$ cat config.mk
export PLATFORM = sky130hd
export DESIGN_NAME = dma_host_cycle_handshake
export DESIGN_NICKNAME = d
export VERILOG_FILES = /design/src/verilog/sync_bits.v /design/src/verilog/dma_host_cycle_handshake.v
export VERILOG_INCLUDE_DIRS = /design/src /design/src/verilog
export SDC_FILE = /design/constraint.sdc
export NUM_CORES = 1
export LEC_CHECK = 0
export ABC_AREA = 1
export BUFFER_PORTS_ARGS = -buffer_cell sky130_fd_sc_hd__buf_2
export CAP_MARGIN = 0
export CORE_MARGIN = 5
export CORE_UTILIZATION = 24
export CTS_BUF_LIST = sky130_fd_sc_hd__clkbuf_4
export DETAILED_ROUTE_END_ITERATION = 6
export PLACE_DENSITY = 0.55
export SLEW_MARGIN = 0
export SYNTH_ARGS = -nofsm -noshare
export SYNTH_HDL_FRONTEND = slang
export SYNTH_HIERARCHICAL = 1
export SYNTH_SLANG_ARGS = --single-unit
$ cat constraint.sdc
create_clock -name pclk -period 1.5 [get_ports pclk]
set_clock_uncertainty 0.05 [all_clocks]
set_input_delay 0.075 -clock pclk [delete_from_list [all_inputs] [get_ports pclk]]
set_output_delay 0.075 -clock pclk [all_outputs]
set_load 0.1 [all_outputs]
$ cat src/verilog/dma_hs_defines.vh
// register offsets, field positions and the control reset value of the dma handshake block
`ifndef DMA_HS_DEFINES_VH
`define DMA_HS_DEFINES_VH

`define OFF_CTRL      12'h000
`define OFF_START     12'h004
`define OFF_COUNT     12'h008
`define OFF_STATUS    12'h00c
`define OFF_IRQ_STAT  12'h010
`define OFF_IRQ_MASK  12'h014
`define OFF_DONE_CNT  12'h018

// control register fields
`define CTRL_REQ_POL   0
`define CTRL_BUSY_POL  1
`define CTRL_BURST     2
`define CTRL_WORDHOST  3
`define CTRL_CYC_LO    4
`define CTRL_CYC_HI    5
`define CTRL_ATTENTION_LINE      6
`define CTRL_IEN       7
`define CTRL_WIDTH     8
`define CTRL_RESET     8'h00

// interrupt status fields
`define IRQ_DONE       0
`define IRQ_ATTENTION_LINE       1
`define IRQ_FUNC2      2
`define IRQ_WIDTH      3

`define COUNT_WIDTH    16
`define SYNC_WIDTH     3

`endif

$ cat src/verilog/sync_bits.v
// two-stage synchroniser for a group of asynchronous inputs
`timescale 1ns/1ps
module sync_bits #(
   parameter WIDTH = 3
) (
   input  wire             pclk,
   input  wire             presetn,
   input  wire [WIDTH-1:0] async_in,
   output wire [WIDTH-1:0] sync_out
);
   reg [WIDTH-1:0] stage1;
   reg [WIDTH-1:0] stage2;

   genvar i;
   generate
      for (i = 0; i < WIDTH; i = i + 1) begin : g_bit
         always @(posedge pclk or negedge presetn) begin
            if (!presetn) begin
               stage1[i] <= 1'b0;
               stage2[i] <= 1'b0;
            end else begin
               stage1[i] <= async_in[i];
               stage2[i] <= stage1[i];
            end
         end
      end
   endgenerate

   assign sync_out = stage2;
endmodule // sync_bits

$ cat src/verilog/dma_host_cycle_handshake.v
// dma word handshake toward a host dma card, with apb registers
//
// Design decisions made here: register access over APB and the register offsets.
`timescale 1ns/1ps
`include "dma_hs_defines.vh"

// Operation
// (RULE1) one rising request per transferred word
// (RULE2) attention drive stops transfer, sets ready, interrupts
// (RULE3) function two high: set interrupt, terminate
// (RULE4) function two acts on level, not edge
// (RULE5) burst refused for word-only host variant
// (RULE6) request polarity select: B high, A low
// (RULE7) busy polarity select: A high, B low
// (RULE8) request only while busy inactive
// (RULE9) host interface armed before device starts
// (RULE10) host holds busy during its cycle
// (RULE11) transfers begin only while ready low
// (RULE12) single-cycle line low means burst
// (RULE13) two cycle-type lines select host cycle
// (RULE14) host inputs synchronised by two flops
// (RULE15) request released after each cycle end
module dma_host_cycle_handshake (
   input  wire        pclk,
   input  wire        presetn,
   input  wire        psel,
   input  wire        penable,
   input  wire        pwrite,
   input  wire [11:0] paddr,
   input  wire [31:0] pwdata,
   output reg  [31:0] prdata,
   output reg         pready,
   output reg         pslverr,
   input  wire        busy_in,
   input  wire        ready_n_in,
   input  wire        host_function_line_two,
   output reg         cycle_request,
   output reg         attention_line,
   output reg         single_cycle,
   output reg         cycle_type_bit0,
   output reg         cycle_type_bit1,
   output reg         irq
);
   // ------------------------------------------------------------
   // states
   // ------------------------------------------------------------
   localparam [1:0] ST_IDLE = 2'b00;
   localparam [1:0] ST_REQ  = 2'b01;
   localparam [1:0] ST_BUSY = 2'b10;
   localparam [1:0] ST_GAP  = 2'b11;

   reg  [`CTRL_WIDTH-1:0]  ctrl;
   reg  [`COUNT_WIDTH-1:0] word_count;
   reg  [`COUNT_WIDTH-1:0] done_count;
   reg  [`IRQ_WIDTH-1:0]   irq_stat;
   reg  [`IRQ_WIDTH-1:0]   irq_mask;
   reg  [1:0]              state;
   reg  [1:0]              next_state;
   reg                     active;
   reg                     dma_ready;
   reg                     req_level;
   reg  [31:0]             next_prdata;
   reg                     next_pslverr;
   wire [`SYNC_WIDTH-1:0]  sync_q;
   wire                    busy_raw;
   wire                    host_ready_n;
   wire                    func2;
   wire                    busy_act;
   wire                    attention_line_now;
   wire                    stop_now;
   wire                    acc;
   wire                    wr;
   wire                    rd;
   wire                    word_end;
   wire                    sel_ctrl;
   wire                    sel_start;
   wire                    sel_count;
   wire                    sel_status;
   wire                    sel_irq_stat;
   wire                    sel_irq_mask;
   wire                    sel_done_cnt;
   wire                    start_go;
   wire [`IRQ_WIDTH-1:0]   irq_clr;
   reg  [`IRQ_WIDTH-1:0]   ev;

   // ------------------------------------------------------------
   // input synchronisers
   // ------------------------------------------------------------
   sync_bits #(
      .WIDTH    (`SYNC_WIDTH)
   ) u_sync (
      .pclk     (pclk),
      .presetn  (presetn),
      .async_in ({host_function_line_two, ready_n_in, busy_in}),
      .sync_out (sync_q)
   ); // RULE14

   assign busy_raw     = sync_q[0];
   assign host_ready_n = sync_q[1];
   assign func2        = sync_q[2];
   // select A (0) busy active high, B (1) active low
   assign busy_act     = busy_raw ^ ctrl[`CTRL_BUSY_POL]; // RULE7

   // ------------------------------------------------------------
   // apb decode
   // ------------------------------------------------------------
   assign acc = psel & penable & ~pready;
   assign wr  = acc & pwrite;
   assign rd  = acc & ~pwrite;

   assign sel_ctrl     = (paddr == `OFF_CTRL);
   assign sel_start    = (paddr == `OFF_START);
   assign sel_count    = (paddr == `OFF_COUNT);
   assign sel_status   = (paddr == `OFF_STATUS);
   assign sel_irq_stat = (paddr == `OFF_IRQ_STAT);
   assign sel_irq_mask = (paddr == `OFF_IRQ_MASK);
   assign sel_done_cnt = (paddr == `OFF_DONE_CNT);

   assign attention_line_now = wr & sel_ctrl & pwdata[`CTRL_ATTENTION_LINE];
   assign stop_now = attention_line_now | func2; // RULE2 RULE3 RULE4
   // start refused with a zero count
   assign start_go = wr & sel_start & pwdata[0] & (word_count != 16'h0000);

   // ------------------------------------------------------------
   // handshake machine
   // ------------------------------------------------------------
   assign word_end = (state == ST_BUSY) & ~busy_act; // RULE10

   always @* begin
      next_state = state;
      case (state)
         ST_IDLE: begin
            // start needs host ready low and busy idle
            if (active & ~host_ready_n & ~busy_act) begin // RULE11 RULE8
               next_state = ST_REQ;
            end
         end
         ST_REQ: begin
            if (busy_act) begin
               next_state = ST_BUSY;
            end
         end
         ST_BUSY: begin
            if (~busy_act) begin
               next_state = ST_GAP; // RULE15
            end
         end
         ST_GAP: begin
            if (active & ~busy_act) begin
               next_state = ST_REQ; // RULE1 RULE8
            end else if (~active) begin
               next_state = ST_IDLE;
            end
         end
         default: begin
            next_state = ST_IDLE;
         end
      endcase
      if (stop_now) begin
         next_state = ST_IDLE;
      end
   end

   always @* begin
      ev = {`IRQ_WIDTH{1'b0}};
      ev[`IRQ_DONE]  = word_end & active & (word_count == 16'h0001);
      ev[`IRQ_ATTENTION_LINE]  = attention_line_now & ctrl[`CTRL_IEN]; // RULE2
      ev[`IRQ_FUNC2] = func2; // RULE3 RULE4
   end

   always @(posedge pclk or negedge presetn) begin
      if (!presetn) begin
         state     <= ST_IDLE;
         req_level <= 1'b0;
      end else begin
         state     <= next_state;
         req_level <= (next_state == ST_REQ);
      end
   end

   // ------------------------------------------------------------
   // word counting and transfer status
   // ------------------------------------------------------------
   always @(posedge pclk or negedge presetn) begin
      if (!presetn) begin
         active     <= 1'b0;
         dma_ready  <= 1'b1;
         word_count <= 16'h0000;
         done_count <= 16'h0000;
      end else begin
         if (stop_now) begin
            active    <= 1'b0;
            dma_ready <= 1'b1; // RULE2 RULE3
         end else if (start_go) begin
            active    <= 1'b1;
            dma_ready <= 1'b0;
         end else if (word_end & active) begin
            word_count <= word_count - 16'h0001;
            done_count <= done_count + 16'h0001;
            if (word_count == 16'h0001) begin
               active    <= 1'b0;
               dma_ready <= 1'b1;
            end
         end
         if (wr & sel_count & ~active) begin
            word_count <= pwdata[`COUNT_WIDTH-1:0];
            done_count <= 16'h0000;
         end
      end
   end

   // ------------------------------------------------------------
   // read mux and error decode
   // ------------------------------------------------------------
   always @* begin
      next_prdata  = 32'h0000_0000;
      next_pslverr = 1'b0;
      if (pwrite) begin
         // status and done count are read-only
         next_pslverr = ~(sel_ctrl | sel_start | sel_count | sel_irq_stat | sel_irq_mask);
      end else begin
         next_pslverr = ~(sel_ctrl | sel_start | sel_count | sel_status | sel_irq_stat
                          | sel_irq_mask | sel_done_cnt);
         case (paddr)
            `OFF_CTRL:     next_prdata = {24'h000000, ctrl};
            `OFF_COUNT:    next_prdata = {16'h0000, word_count};
            `OFF_STATUS:   next_prdata = {26'h0000000, state, func2, host_ready_n,
                                          busy_act, dma_ready};
            `OFF_IRQ_STAT: next_prdata = {29'h00000000, irq_stat};
            `OFF_IRQ_MASK: next_prdata = {29'h00000000, irq_mask};
            `OFF_DONE_CNT: next_prdata = {16'h0000, done_count};
            default:       next_prdata = 32'h0000_0000;
         endcase
      end
   end

   // ------------------------------------------------------------
   // registers and bus answer
   // ------------------------------------------------------------
   always @(posedge pclk or negedge presetn) begin
      if (!presetn) begin
         ctrl     <= `CTRL_RESET;
         irq_mask <= {`IRQ_WIDTH{1'b0}};
         pready   <= 1'b0;
         pslverr  <= 1'b0;
         prdata   <= 32'h0000_0000;
      end else begin
         pready  <= acc;
         pslverr <= acc & next_pslverr;
         prdata  <= rd ? next_prdata : 32'h0000_0000;
         if (wr & sel_ctrl) begin
            ctrl <= pwdata[`CTRL_WIDTH-1:0];
            // burst refused for the word-only host
            if (pwdata[`CTRL_WORDHOST]) begin
               ctrl[`CTRL_BURST] <= 1'b0; // RULE5
            end
            ctrl[`CTRL_ATTENTION_LINE] <= 1'b0;
         end
         if (wr & sel_irq_mask) begin
            irq_mask <= pwdata[`IRQ_WIDTH-1:0];
         end
      end
   end

   // ------------------------------------------------------------
   // sticky interrupt status, one flop per event
   // ------------------------------------------------------------
   assign irq_clr = (wr & sel_irq_stat) ? pwdata[`IRQ_WIDTH-1:0] : {`IRQ_WIDTH{1'b0}};

   genvar b;
   generate
      for (b = 0; b < `IRQ_WIDTH; b = b + 1) begin : g_irq
         always @(posedge pclk or negedge presetn) begin
            if (!presetn) begin
               irq_stat[b] <= 1'b0;
            end else if (ev[b]) begin
               // set wins over write-one clear
               irq_stat[b] <= 1'b1;
            end else if (irq_clr[b]) begin
               irq_stat[b] <= 1'b0;
            end
         end
      end
   endgenerate

   // ------------------------------------------------------------
   // host-side outputs
   // ------------------------------------------------------------
   always @(posedge pclk or negedge presetn) begin
      if (!presetn) begin
         cycle_request   <= 1'b0;
         attention_line  <= 1'b0;
         single_cycle    <= 1'b1;
         cycle_type_bit0 <= 1'b0;
         cycle_type_bit1 <= 1'b0;
         irq             <= 1'b0;
      end else begin
         // select B (1) active high, A (0) active low
         cycle_request   <= req_level ^ ~ctrl[`CTRL_REQ_POL]; // RULE6 RULE1
         attention_line  <= attention_line_now; // RULE2
         single_cycle    <= ~(ctrl[`CTRL_BURST] & ~ctrl[`CTRL_WORDHOST]); // RULE12 RULE5
         cycle_type_bit0 <= ctrl[`CTRL_CYC_LO]; // RULE13
         cycle_type_bit1 <= ctrl[`CTRL_CYC_HI]; // RULE13
         irq             <= |(irq_stat & irq_mask);
      end
   end
endmodule // dma_host_cycle_handshake

* Word-level counts from Yosys, hierarchy flattened
Cells that the tools add are included.
** Storage, ports and cells
- Bits in registers :: 96
** Cells by class
- Mux-type cells :: 35
- Equal/unequal tests :: 13
- Reduce and logical (&&, ||, !) cells :: 12
- Bitwise logic cells :: 44
- Add/sub/neg operators :: 2
** Operator list (count)
- $mux W16 :: 9
- $pmux W16 S6 :: 1
- $eq A12 B5 Y1 const B :: 3
- $mux W32 :: 1
- $eq A12 B4 Y1 const B :: 2
- $and A1 B1 Y1 :: 22
- $add A16 B1 Y16 const B :: 1
- $eq A16 B1 Y1 const B :: 1
- $mux W1 :: 16
- $reduce_bool A16 Y1 :: 1
- $sub A16 B1 Y16 const B :: 1
- $eq A12 B3 Y1 const B :: 1
- $logic_not A12 Y1 :: 1
- $mux W2 :: 6
- $not A1 Y1 :: 10
- $or A1 B1 Y1 :: 9
- $pmux W2 S4 :: 1
- $reduce_bool A2 Y1 :: 4
- $reduce_bool A3 Y1 :: 2
- $eq A2 B1 Y1 const B :: 2
- $eq A2 B2 Y1 const B :: 2
- $ne A2 B1 Y1 const B :: 2
- $and A3 B3 Y3 :: 1
- $mux W3 :: 1
- other kinds (5) :: 6

* Depth between registers and ports, before layout
Gate-level depths: netlist of run 1.
- Depth after elaboration :: 10
- Mapped depth :: 11
- Depth with buffers taken out :: 11

* Hierarchy
The synthesis of run 1 kept the hierarchy.
** By module, submodules not included
- dma_host_cycle_handshake :: instances 1, area each 4645.7 um^2, cells each 676
- sync_bits :: instances 1, area each 150.1 um^2, cells each 6

* Worst setup path after synthesis of run 1
No wires, ideal clock.
- Path kind :: flip-flop to flip-flop
- Start point :: reg pready
- End point :: reg word_count[8]
- Setup slack :: -607 ps
- Period minus slack after synthesis :: 2107 ps
- Setup time :: 117 ps
- Required time :: 1333 ps
- Path buffers :: 2
- Data arrival time :: 1939 ps
- Cell stages (with the launch flop) :: 11
- Cell sequence :: dfrtp_1 inv_1 nand3_2 nor2_4 nand4_2 nand2_1 buf_4 nand3_4 buf_6 nand2_1 nand2_1
** On the way
- Longest elaborated chain between the ends :: 8
** Ends and longest elaborated chain
- start: declaration :: RTL line dma_host_cycle_handshake.v:32 : output reg pready,
- start signal: assignment :: RTL line dma_host_cycle_handshake.v:244 : pready <= 1'b0;
- start signal: assignment :: RTL line dma_host_cycle_handshake.v:248 : pready <= acc;
- $not A1 Y1 * :: RTL line dma_host_cycle_handshake.v:107 : assign acc = psel & penable & ~pready;
- $and A1 B1 Y1 * :: RTL line dma_host_cycle_handshake.v:107
- $and A1 B1 Y1 * :: RTL line dma_host_cycle_handshake.v:108 : assign wr = acc & pwrite;
- $and A1 B1 Y1 (on tied branches) (2 in a row) :: RTL line dma_host_cycle_handshake.v:122, dma_host_cycle_handshake.v:119
- $and A1 B1 Y1 / $or A1 B1 Y1 (equally long branches) :: RTL line dma_host_cycle_handshake.v:122, dma_host_cycle_handshake.v:120
- $ne A2 B1 Y1 (no source line)
- $reduce_and A3 Y1 (no source line)
- end signal: assignment :: RTL line dma_host_cycle_handshake.v:198 : word_count <= word_count - 16'h0001;
- end signal: assignment :: RTL line dma_host_cycle_handshake.v:206 : word_count <= pwdata[`COUNT_WIDTH-1:0];
- end: declaration :: RTL line dma_host_cycle_handshake.v:53 : reg [`COUNT_WIDTH-1:0] word_count;
Every way passes the cells marked *; elsewhere a longest branch is shown, timed or not.
A chain may end at the register's enable or synchronous reset.

* Worst setup path in the final report of run 1
- Start point :: reg pready
- End point :: reg done_count[14]
** On the way
- Longest elaborated chain between the ends :: 8
** Ends and longest elaborated chain
- $not A1 Y1 * :: RTL line dma_host_cycle_handshake.v:107
- $and A1 B1 Y1 * :: RTL line dma_host_cycle_handshake.v:107
- $and A1 B1 Y1 * :: RTL line dma_host_cycle_handshake.v:108
- $and A1 B1 Y1 (on tied branches) (2 in a row) :: RTL line dma_host_cycle_handshake.v:122, dma_host_cycle_handshake.v:119
- $and A1 B1 Y1 / $or A1 B1 Y1 (equally long branches) :: RTL line dma_host_cycle_handshake.v:122, dma_host_cycle_handshake.v:120
- $ne A2 B1 Y1 (no source line)
- $reduce_and A3 Y1 (no source line)
- end signal: assignment :: RTL line dma_host_cycle_handshake.v:199 : done_count <= done_count + 16'h0001;
- end: declaration :: RTL line dma_host_cycle_handshake.v:54 : reg [`COUNT_WIDTH-1:0] done_count;
Marks and branches as above.

==> results of run 1 <==
-- metal layers --
metal | global-route usage, % | up-vias | routed length [µm]
li1 | - | 2541 | -
met1 | 19.3 | 2377 | 7530
met2 | 22.6 | 111 | 7620
met3 | 2.39 | 17 | 678
met4 | 4.58 | 0 | 282
met5 | 0 | - | 0
-- sequential cells by signal, summed over array words and instances (netlist names), 2 cells and up --
signal	cells
done_count	16
prdata	16
word_count	16
ctrl	7
irq_mask	3
irq_stat	3
u_sync/stage1	3
u_sync/sync_out	3
state	2
-- synthesized netlist by cell type (3+ instances only) --
master | count | area (µm²)
o22ai_1 | 3 | 18.8
o21ai_0 | 31 | 155
dfrtp_1 | 78 | 1950
nor2_2 | 5 | 31.3
nor3_1 | 4 | 20.0
buf_2 | 8 | 40.0
nand2_1 | 243 | 912
nor2_1 | 63 | 236
buf_6 | 3 | 33.8
nand3b_1 | 4 | 30.0
clkbuf_1 | 4 | 15.0
inv_1 | 81 | 304
xor2_1 | 10 | 87.6
ha_1 | 4 | 50.1
nand3_1 | 59 | 295
buf_4 | 18 | 135
nor2_4 | 4 | 45.0
nand4_1 | 26 | 163
xnor2_1 | 5 | 43.8
nand2_2 | 4 | 25.0
a21oi_1 | 14 | 70.1
-- cells by family after synthesis --
group	synth area share, %
flip-flops	41.8
AO/OA/AOI/OAI	5.43
AND/OR/NAND/NOR	37.8
XOR/XNOR	2.74
other	0.0782
buffers and inverters	11.2
adder cells (fa/ha/maj)	1.04
-- worst min path at each step --
stage                       end  slack, ns  cells past startpoint
2_1_floorplan            active      -0.27                      0
3_3_place_gp   u_sync/stage1[2]      -0.04                      1
3_5_place_dp   u_sync/stage1[2]      -0.03                      1
4_1_cts                  pready      -0.02                      5
5_1_grt               dma_ready       0.06                      2
6_report              dma_ready       0.10                      2
-- through the flow --
step                setup TNS [ns]  worst slack [ns]  total power, W  cells  hold slack [ns]
floorplan                   -11.28            -0.313         0.00252    697           -0.271
global placement            -12.03            -0.330         0.00267   1097          -0.0382
detailed placement          -13.71            -0.387         0.00268   1097          -0.0310
CTS                         -13.92            -0.334         0.00394   1153          -0.0197
global route                -17.64            -0.410         0.00408   1161           0.0606
finish                      -13.91            -0.342         0.00391   1161            0.103
-- placed cells by master (no fill, tap or decap), types with 2 or more instances in the layout --
cell type      instances
nand2_1              225
buf_4                113
inv_1                 77
dfrtp_1               77
buf_2                 57
nor2_1                53
nand3_1               52
nand4_1               26
o21ai_0               22
dlygate4sd3_1         21
nand2_2               16
conb_1                16
buf_6                 12
clkbuf_4              11
nor2_2                10
nor2_4                10
xor2_1                10
a21oi_2                9
buf_12                 7
nand2_4                6
o21ai_1                6
nand3_2                6
xnor2_1                5
inv_2                  4
nand3b_1               4
ha_1                   4
nand3_4                3
a21oi_1                3
nor3_1                 3
o22ai_1                3
o21ai_2                3
inv_4                  2
nand4_4                2
a21oi_4                2
buf_16                 2
dfstp_2                2
-- final cells by class --
| cell class | count | area, µm² | share of cell area [%] |
|---|---|---|---|
| Clock buffer | 11 | 82.6 | 1.16 |
| Multi-Input combinational cell | 502 | 2600 | 36.7 |
| Tap cell | 265 | 332 | 4.68 |
| Antenna cell | 1 | 2.50 | 0.0353 |
| Timing Repair Buffer | 214 | 1710 | 24.1 |
| Inverter | 83 | 317 | 4.47 |
| Clock inverter | 5 | 33.8 | 0.477 |
| Sequential cell | 80 | 2010 | 28.3 |
-- power by group through the flow --
stage | clock (W) | sequential (W) | combinational (W)
finish | 0.00119 | 0.00217 | 0.000545
global route | 0.00132 | 0.00218 | 0.000582
CTS | 0.00124 | 0.00217 | 0.000525
detailed placement | 0 | 0.00222 | 0.000460
global placement | 0 | 0.00222 | 0.000456
floorplan | 0 | 0.00224 | 0.000285
-- timing repair --
action / 4_1_cts / 5_1_grt
hold buffers: 22 / 0
setup buffers: 16 / 8
cloned: 3 / 1
hold endpoints to repair: 127 / 0
gates resized for setup: 32 / 62
pin swaps: 10 / 21
setup endpoints to repair: 45 / 84
==> flow_summary_export.csv, run 1 <==
group,metric,value,unit
run_status,status,"finished with violations",
run_status,violations,"setup timing",
global_route,track_usage,14.1,%
detailed_routing,post_drt_wl_per_cell,13.9,µm
min_path,min_path_type,"input port to asynchronous set/reset pin",
detailed_routing,routed_wl,16.1,mm
cells_and_area,fillCellCount,2109,
pwr,clock_power_share,30.5,%
die,die_width,151,µm
timing,setup_viol,64,
pwr,internal_power,0.00271,W
synth,async_reset_ff_share,100,%
detailed_routing,ant_nets,0,
synth,ys_ff_latch,80,
worst_setup_path,path_delay_family,"simple AND/OR/NAND/NOR gates",
global_route,grt_overflow_total,0,
worst_setup_path,rr_endpoint,"done_count[14]",
timing,max_slew_margin,33.2,%
placed_design,dp_hpwl,11.6,mm
worst_setup_path,cp_max_fo,6,
synth,synth-seq-area-share,41.8,%
worst_setup_path,slowest_stage,"dfrtp_4",
synth,yosys_warnings,6,
timing,fin_crit_sh,123,%
cts,cts_buffer_depth,2,
worst_setup_path,reg2reg_setup_slack,-0.34,ns
synth,ys.flop_type,"dfrtp_1",
worst_setup_path,worstPathRequired,1.86,ns
pwr,seqPwrFrac,55.6,%
worst_setup_path,regToRegStartpoint,"pready",
detailed_routing,vias,5046,
worst_setup_path,reg2reg_depth,12,
synth,synth_edf_count,0,
cts,clock_latency,0.47,ns
timing,min_period,1.84,ns
pwr,comb_power_share,13.9,%
placed_design,place_area,6170,µm²
worst_setup_path,cp.depth,12,
cts,clock_sinks,80,
die,fp.dieH,151,µm
synth,synth.cell_area,4800,µm²
placed_design,numPortBuffers,59,
cts,path_clk_slew,0.14,ns
die,start_util,24.5,%
cells_and_area,utilization,36.2,%
worst_setup_path,cp-end-kind,"register",
global_route,grt_pass1_vias,4880,
cts,cts_tree,"built",
worst_setup_path,path_class,"register to register",
pwr,ir_worst_vdd,0.333,mV
worst_setup_path,start_kind,"register",
cells_and_area,final_area,7090,µm²
timing,slew_violations,0,
timing,max_slew.worst_pin.slew,1.00,ns
detailed_routing,vias_per_cell,4.35,
cells_and_area,drive_above_1_share,31.8,%
pwr,powerDensity,552,nW/µm²
timing,fmax,543,MHz
cts,ctsHtreeMaxLevel,3,
pwr,p_sw_share,30.8,%
global_route,grt_pass1_wl,25.0,mm
cts,clockRootBuffer,"clkbuf_4",
detailed_routing,drc_errors,0,
placed_design,gp_congestion,0.883,
worst_setup_path,crit_buf_inv,4,
worst_setup_path,path_cells,"inv_4 -> nand3_4 -> nor2_4 -> buf_6 -> nand4_4 -> nand2_4 -> nand2_4 -> nand3_4 -> buf_12 -> buf_16 -> nand2_2 -> nand2_1",
pwr,leakage,3.81,nW
cts,numCtsBuffers,9,
die,rows,51,
global_route,antenna_found_initial,1,
worst_setup_path,cp.arrival,2.20,ns
timing,worst_slack,-0.342,ns
detailed_routing,drt_iter0_drc,277,
job,max-cap-violations,0,
cells_and_area,areaGrowthSynthToFinish,47.8,%
worst_setup_path,cp-startpoint,"pready",
synth,ys_types,29,
die,dieArea,22900,µm²
timing,hold_viol,0,
worst_setup_path,crit_path_end,"done_count[14]",
cells_and_area,fin_nets,946,
global_route,grt_max_degree,35,
detailed_routing,drtPass1Iterations,5,
synth,synth_cells,682,
die,coreArea,19600,µm²
die,ios,92,
pwr,power_switching,0.00121,W
timing,rsz0062_at_grt,"true",
worst_setup_path,max_stage_delay,0.51,ns
synth,syn_avg_cell_area,7.03,µm²
Power figures use the tool's default switching activity.
==> inputs of run 2 (changes only) <==
--- a/config.mk
+++ b/config.mk
@@ -6,7 +6,6 @@
 export SDC_FILE = /design/constraint.sdc
 export NUM_CORES = 1
 export LEC_CHECK = 0
-export ABC_AREA = 1
 export BUFFER_PORTS_ARGS = -buffer_cell sky130_fd_sc_hd__buf_2
 export CAP_MARGIN = 0
 export CORE_MARGIN = 5
==> run 2 against run 1 <==
The run still ends with setup timing left. Register-to-register slack lost 0.54 ns. Worst setup slack got worse by 0.54 ns. Critical endpoint is now word_count[8]. Critical path depth shrank 5. Largest power group unchanged.
==> flow_summary_export.csv, run 2 <==
group,metric,value,unit
worst_setup_path,worstPathRequired,1.80,ns
die,dieArea,19800,µm²
synth,synth_edf_count,0,
die,die_width,141,µm
detailed_routing,drtPass1Iterations,5,
detailed_routing,vias_per_cell,4.71,
cts,cts_buffer_depth,2,
timing,max_slew.worst_pin.slew,0.633,ns
placed_design,numPortBuffers,59,
global_route,grt_max_degree,36,
run_status,status,"finished with violations",
worst_setup_path,cp-end-kind,"register",
min_path,min_path_type,"input port to asynchronous set/reset pin",
worst_setup_path,cp-startpoint,"pready",
timing,setup-tns-final,-31.90,ns
timing,fmax,419,MHz
placed_design,post-place-ws,-0.953,ns
pwr,p_total,0.00402,W
worst_setup_path,reg2reg_depth,7,
worst_setup_path,cp_max_fo,8,
cts,clock_latency,0.46,ns
worst_setup_path,start_kind,"register",
die,start_util,24.6,%
synth,synth.cell_area,4100,µm²
detailed_routing,vias,3902,
synth,ys.flop_type,"dfrtp_1",
synth,synth-seq-area-share,48.9,%
cts,cts_tree,"built",
synth,yosysMostFrequentCell,"dfrtp_1",
synth,netlist_top_cells_area,"dfrtp_1 (48%), nor2_1 (4.5%), xnor2_1 (3.4%)",
pwr,leakage,2.73,nW
synth,yosys_warnings,6,
cts,clock_sinks,80,
job,max-cap-violations,0,
worst_setup_path,reg2reg_setup_slack,-0.89,ns
pwr,powerDensity,626,nW/µm²
detailed_routing,post_drt_wl_per_cell,16.2,µm
synth,ys_ff_latch,80,
synth,synth_common_cells,"dfrtp_1 (78), nor2_1 (49), nand2_1 (34), o21ai_0 (21), nor4_1 (17)",
detailed_routing,drt_iter0_drc,258,
cells_and_area,utilization,38.5,%
cells_and_area,drive_above_1_share,46.1,%
placed_design,gp_congestion,0.841,
timing,fin_crit_sh,159,%
cts,path_clk_slew,0.14,ns
die,coreArea,16700,µm²
cts,numCtsBuffers,9,
timing,min_period,2.39,ns
die,rows,47,
cells_and_area,final_common_cell,"buf_4",
worst_setup_path,cp.arrival,2.68,ns
synth,yosysTopAreaCellShare,47.6,%
synth,ys_types,57,
cells_and_area,multiInputGateArea,2410,µm²
global_route,track_usage,13.3,%
global_route,grt_pass1_wl,21.0,mm
global_route,antenna_found_initial,1,
cells_and_area,fillCellCount,1624,
timing,worst_slack,-0.886,ns
cts,clockRootBuffer,"clkbuf_4",
detailed_routing,ant_nets,0,
placed_design,place_area,5330,µm²
cells_and_area,largestRegisters,"done_count: 16 flops, prdata: 16 flops, word_count: 16 flops",
die,ios,92,
cells_and_area,final_cell_mix,"buf_4 (95), dfrtp_1 (77), buf_2 (54), nor2_1 (44), nand2_1 (28)",
global_route,grt_pass1_vias,4042,
global_route,grt_overflow_total,0,
cells_and_area,fin_nets,659,
cells_and_area,register_area,2010,µm²
run_status,violations,"setup timing",
pwr,ir_worst_vdd,0.282,mV
synth,async_reset_ff_share,100,%
cts,ctsHtreeMaxLevel,3,
cells_and_area,areaGrowthSynthToFinish,56.7,%
timing,rsz0062_at_grt,"true",
detailed_routing,routed_wl,13.5,mm
cells_and_area,final_area,6420,µm²
synth,yosysTopAreaCell,"dfrtp_1",
placed_design,dp_hpwl,9.70,mm
timing,setup_viol,61,
worst_setup_path,rr_endpoint,"word_count[8]",
timing,slew_violations,0,
worst_setup_path,regToRegStartpoint,"pready",
timing,hold_viol,0,
die,fp.dieH,141,µm
worst_setup_path,path_class,"register to register",
timing,max_slew_margin,57.5,%
synth,syn_avg_cell_area,9.95,µm²
detailed_routing,drc_errors,0,
synth,synth_cells,412,
run 2: changes by cell type after synthesis, moves of 14 or more:
cell	before	now
nor4_1	0	17
nor2_1	63	49
nand3_1	59	11
nand4_1	26	5
nand2_1	243	34
a22oi_1	0	16
inv_1	81	12
run 2: critical path: stages, from the launching register on:
cell	delay, ns
dfrtp_4	0.49
nand4b_1	0.25
or4_4	0.50
a311o_1	0.35
nand2_4	0.14
buf_4	0.14
o21ai_1	0.05
a221o_1	0.31
run 2: what timing repair did:
action,4_1_cts,5_1_grt
pin swaps,28,26
hold buffers,24,0
gates resized for setup,79,43
cloned,1,2
endpoints found under the hold margin,115,0
endpoints found under the setup margin,67,66
setup buffers,10,7
run 2: cells by family (layout without fill, tap and decap cells):
| logic type | count (synthesis) | in the layout | share of synthesized area, % |
|---|---|---|---|
| adder cells (fa/ha/maj) | 4 | 4 | 1.22 |
| XOR/XNOR | 19 | 19 | 4.06 |
| flip-flops | 80 | 80 | 48.9 |
| AND/OR/NAND/NOR | 163 | 164 | 20.9 |
| multiplexers | 16 | 16 | 4.24 |
| buffers and inverters | 46 | 226 | 6.32 |
| other | 1 | 17 | 0.0915 |
| AO/OA/AOI/OAI | 83 | 83 | 14.3 |
run 2: power by group:
group / leakage [nW] / switching, W / total [W] / internal (W)
sequential: 0.958 / 0.00000695 / 0.00218 / 0.00217
clock: 0.0761 / 0.000820 / 0.00133 / 0.000508
combinational: 1.70 / 0.000364 / 0.000518 / 0.000154
run 2: metal layers:
layer	up-vias	wire (µm)	global-route usage [%]
li1	1850	-	-
met4	0	201	5.10
met3	15	774	2.91
met5	-	0	0
met1	1920	5890	17.2
met2	117	6600	21.9
run 2: final cells by class:
| cell class | count | area share (%) |
|---|---|---|
| Multi-Input combinational cell | 302 | 37.5 |
| Sequential cell | 80 | 31.3 |
| Timing Repair Buffer | 198 | 24.1 |
| Tap cell | 220 | 4.29 |
| Clock inverter | 7 | 1.09 |
| Clock buffer | 9 | 1.05 |
| Inverter | 12 | 0.701 |
| Antenna cell | 1 | 0.0390 |
run 2: worst max-delay path by stage:
| stage | to | slack (ns) | depth (start not counted) |
|---|---|---|---|
| 4_1_cts | done_count[7] | -0.89 | 7 |
| 3_3_place_gp | word_count[14] | -0.91 | 7 |
| 2_1_floorplan | word_count[7] | -0.96 | 7 |
| 3_5_place_dp | done_count[6] | -0.95 | 7 |
| 5_1_grt | word_count[8] | -0.95 | 7 |
| 6_report | word_count[8] | -0.89 | 7 |
run 2: metrics by stage:
stage	instances	hold slack, ns
2_1_floorplan	427	-0.271
3_3_place_gp	770	-0.0121
3_5_place_dp	770	0.00268
4_1_cts	821	0.0534
5_1_grt	829	0.0342
6_report	829	0.0531
==> inputs of run 3 (changes only) <==
--- a/config.mk
+++ b/config.mk
@@ -6,8 +6,10 @@
 export SDC_FILE = /design/constraint.sdc
 export NUM_CORES = 1
 export LEC_CHECK = 0
+export ABC_AREA = 1
 export BUFFER_PORTS_ARGS = -buffer_cell sky130_fd_sc_hd__buf_2
 export CAP_MARGIN = 0
+export CORE_ASPECT_RATIO = 0.7
 export CORE_MARGIN = 5
 export CORE_UTILIZATION = 24
 export CTS_BUF_LIST = sky130_fd_sc_hd__clkbuf_4
==> run 3 against run 2 <==
The flow still finishes with violations (setup timing). Highest routed layer unchanged. Register-to-register slack improved by 0.60 ns. Total power grew 7.3%. Via count rose by 31%. Sequential share of layout area shrank 2.9 points. First-iteration DRC count is 36% higher. Clock power grew 20%. Flip-flop and latch count stayed put. Largest cell class unchanged. Largest power group unchanged. Critical path depth is 3 higher. Utilization decreased by 2.7 points. Wire length up 24%.
==> flow_summary_export.csv, run 3 (synthesis gave the netlist of run 1 again) <==
group,metric,value,unit
run_status,status,"finished with violations",
run_status,violations,"setup timing",
global_route,grt_pass1_wl,25.9,mm
die,coreArea,19700,µm²
cells_and_area,multiInputGateArea,2540,µm²
placed_design,dp_hpwl,12.2,mm
pwr,powerDensity,611,nW/µm²
cts,numCtsBuffers,9,
placed_design,place_area,6240,µm²
cells_and_area,areaGrowthSynthToFinish,47.4,%
detailed_routing,routed_wl,16.7,mm
job,max-cap-violations,0,
worst_setup_path,path_class,"register to register",
cts,cts_buffer_depth,2,
cts,ctsHtreeMaxLevel,3,
timing,max_slew.worst_pin.slew,1.01,ns
worst_setup_path,crit_buf_inv,3,
cts,cts_tree,"built",
detailed_routing,ant_nets,0,
worst_setup_path,start_kind,"register",
worst_setup_path,cp_max_fo,5,
die,dieArea,23000,µm²
cts,clock_sinks,80,
global_route,track_usage,14.5,%
timing,max_slew_margin,32.6,%
cells_and_area,fin_nets,942,
global_route,antenna_found_initial,1,
die,rows,43,
pwr,seqPwrFrac,50.4,%
worst_setup_path,cp.depth,10,
detailed_routing,vias,5117,
cells_and_area,final_cells,1162,
die,fp.dieH,128,µm
worst_setup_path,reg2reg_depth,10,
timing,slew_violations,0,
worst_setup_path,slowest_stage,"dfrtp_4",
worst_setup_path,path_delay_family,"simple AND/OR/NAND/NOR gates",
pwr,clock_power_share,37.0,%
timing,fmax,561,MHz
placed_design,placed_cells,1108,
cells_and_area,register_area,2010,µm²
timing,hold_viol,0,
worst_setup_path,cp-end-kind,"register",
cts,clockRootBuffer,"clkbuf_4",
cells_and_area,largestRegisters,"done_count: 16 flops, prdata: 16 flops, word_count: 16 flops",
cells_and_area,final_area,7070,µm²
timing,fin_crit_sh,119,%
die,ios,92,
cells_and_area,drive_above_1_share,30.6,%
global_route,grt_pass1_vias,4798,
cts,path_clk_slew,0.15,ns
pwr,p_sw_share,29.9,%
global_route,grt_overflow_total,0,
detailed_routing,drt_iter0_drc,350,
pwr,comb_power_share,12.6,%
detailed_routing,drtPass1Iterations,5,
timing,worst_slack,-0.284,ns
worst_setup_path,max_stage_delay,0.52,ns
cells_and_area,fillCellCount,2088,
pwr,internal_power,0.00303,W
detailed_routing,post_drt_wl_per_cell,14.4,µm
pwr,ir_worst_vdd,0.280,mV
detailed_routing,drc_errors,0,
placed_design,gp_congestion,0.885,
min_path,min_path_type,"input port to asynchronous set/reset pin",
detailed_routing,vias_per_cell,4.40,
pwr,leakage,3.80,nW
worst_setup_path,cp.arrival,2.13,ns
timing,rsz0062_at_grt,"true",
pwr,power_switching,0.00129,W
timing,min_period,1.78,ns
cts,clock_latency,0.48,ns
cells_and_area,final_common_cell,"nand2_1",
die,die_width,179,µm
worst_setup_path,path_cells,"inv_4 -> nand3_4 -> nor2_4 -> buf_6 -> nand4_1 -> nor2_4 -> nor2_4 -> clkbuf_16 -> nand3_2 -> nand2_2",
die,start_util,24.3,%
worst_setup_path,worstPathRequired,1.85,ns
global_route,grt_max_degree,23,
worst_setup_path,crit_top_cell,"nor2_4",
placed_design,numPortBuffers,59,
cells_and_area,final_cell_mix,"nand2_1 (226), buf_4 (109), dfrtp_1 (77), inv_1 (75), buf_2 (57)",
timing,setup_viol,42,
run 3: final cells by class:
cell class              instances  area share (%)
well taps                     270            4.78
flip-flops and latches         80            28.4
diodes                          1          0.0354
repair buffers                210            24.0
clock inverters                 7            1.43
clock buffers                   9           0.956
multi-input cells             502            35.9
inverters                      83            4.48
run 3: worst reg2reg max path, stage by stage (launching register included):
cell	delay [ns]
dfrtp_4	0.52
inv_4	0.07
nand3_4	0.07
nor2_4	0.15
buf_6	0.14
nand4_1	0.14
nor2_4	0.21
nor2_4	0.08
clkbuf_16	0.17
nand3_2	0.07
nand2_2	0.04
run 3: repair_timing:
action / 4_1_cts / 5_1_grt
hold endpoints to repair: 121 / 0
setup endpoints to repair: 48 / 75
resized for setup: 37 / 46
buffers inserted: 8 / 5
hold buffers: 23 / 0
pin swaps: 8 / 6
cloned: 3 / 1
run 3: path summary, 6_finish.rpt:
kind | start | to | slack, ns
setup / recovery | pready | word_count[4] | -0.28
hold / removal | presetn | word_count[3] | 0.06
setup reg to reg | pready | word_count[4] | -0.28
hold reg to reg | u_sync/stage1[2] | u_sync/sync_out[2] | 0.32
max in group asynchronous | presetn | irq_mask[0] | 0.36
min in group pclk | pwdata[0] | ctrl[0] | 0.06
run 3: power by group through the flow:
| stage | Sequential, W | Combinational [W] | Clock, W |
|---|---|---|---|
| after global placement | 0.00222 | 0.000473 | 0 |
| after floorplan | 0.00224 | 0.000285 | 0 |
| after CTS | 0.00218 | 0.000541 | 0.00163 |
| final | 0.00218 | 0.000544 | 0.00160 |
| after global routing | 0.00218 | 0.000581 | 0.00172 |
| after detailed placement | 0.00222 | 0.000476 | 0 |
run 3: per-stage QoR:
step	utilization, %	hold slack (ns)	setup TNS [ns]	total power (W)	setup slack [ns]
floorplan	-	-0.271	-11.28	0.00252	-0.313
global placement	31.6	-0.0377	-13.19	0.00269	-0.329
detailed placement	31.6	-0.0335	-13.83	0.00269	-0.348
CTS	34.8	0.0417	-12.74	0.00435	-0.273
global route	35.8	0.0526	-12.64	0.00448	-0.378
finish	35.8	0.0578	-9.02	0.00432	-0.284
run 3: per-layer routing:
metal / global-route usage (%) / wire length [µm] / vias up
met4: 2.98 / 126 / 0
met2: 20.1 / 6930 / 178
met3: 3.33 / 1280 / 8
met5: 0 / 0 / -
li1: - / - / 2543
met1: 22.8 / 8380 / 2388
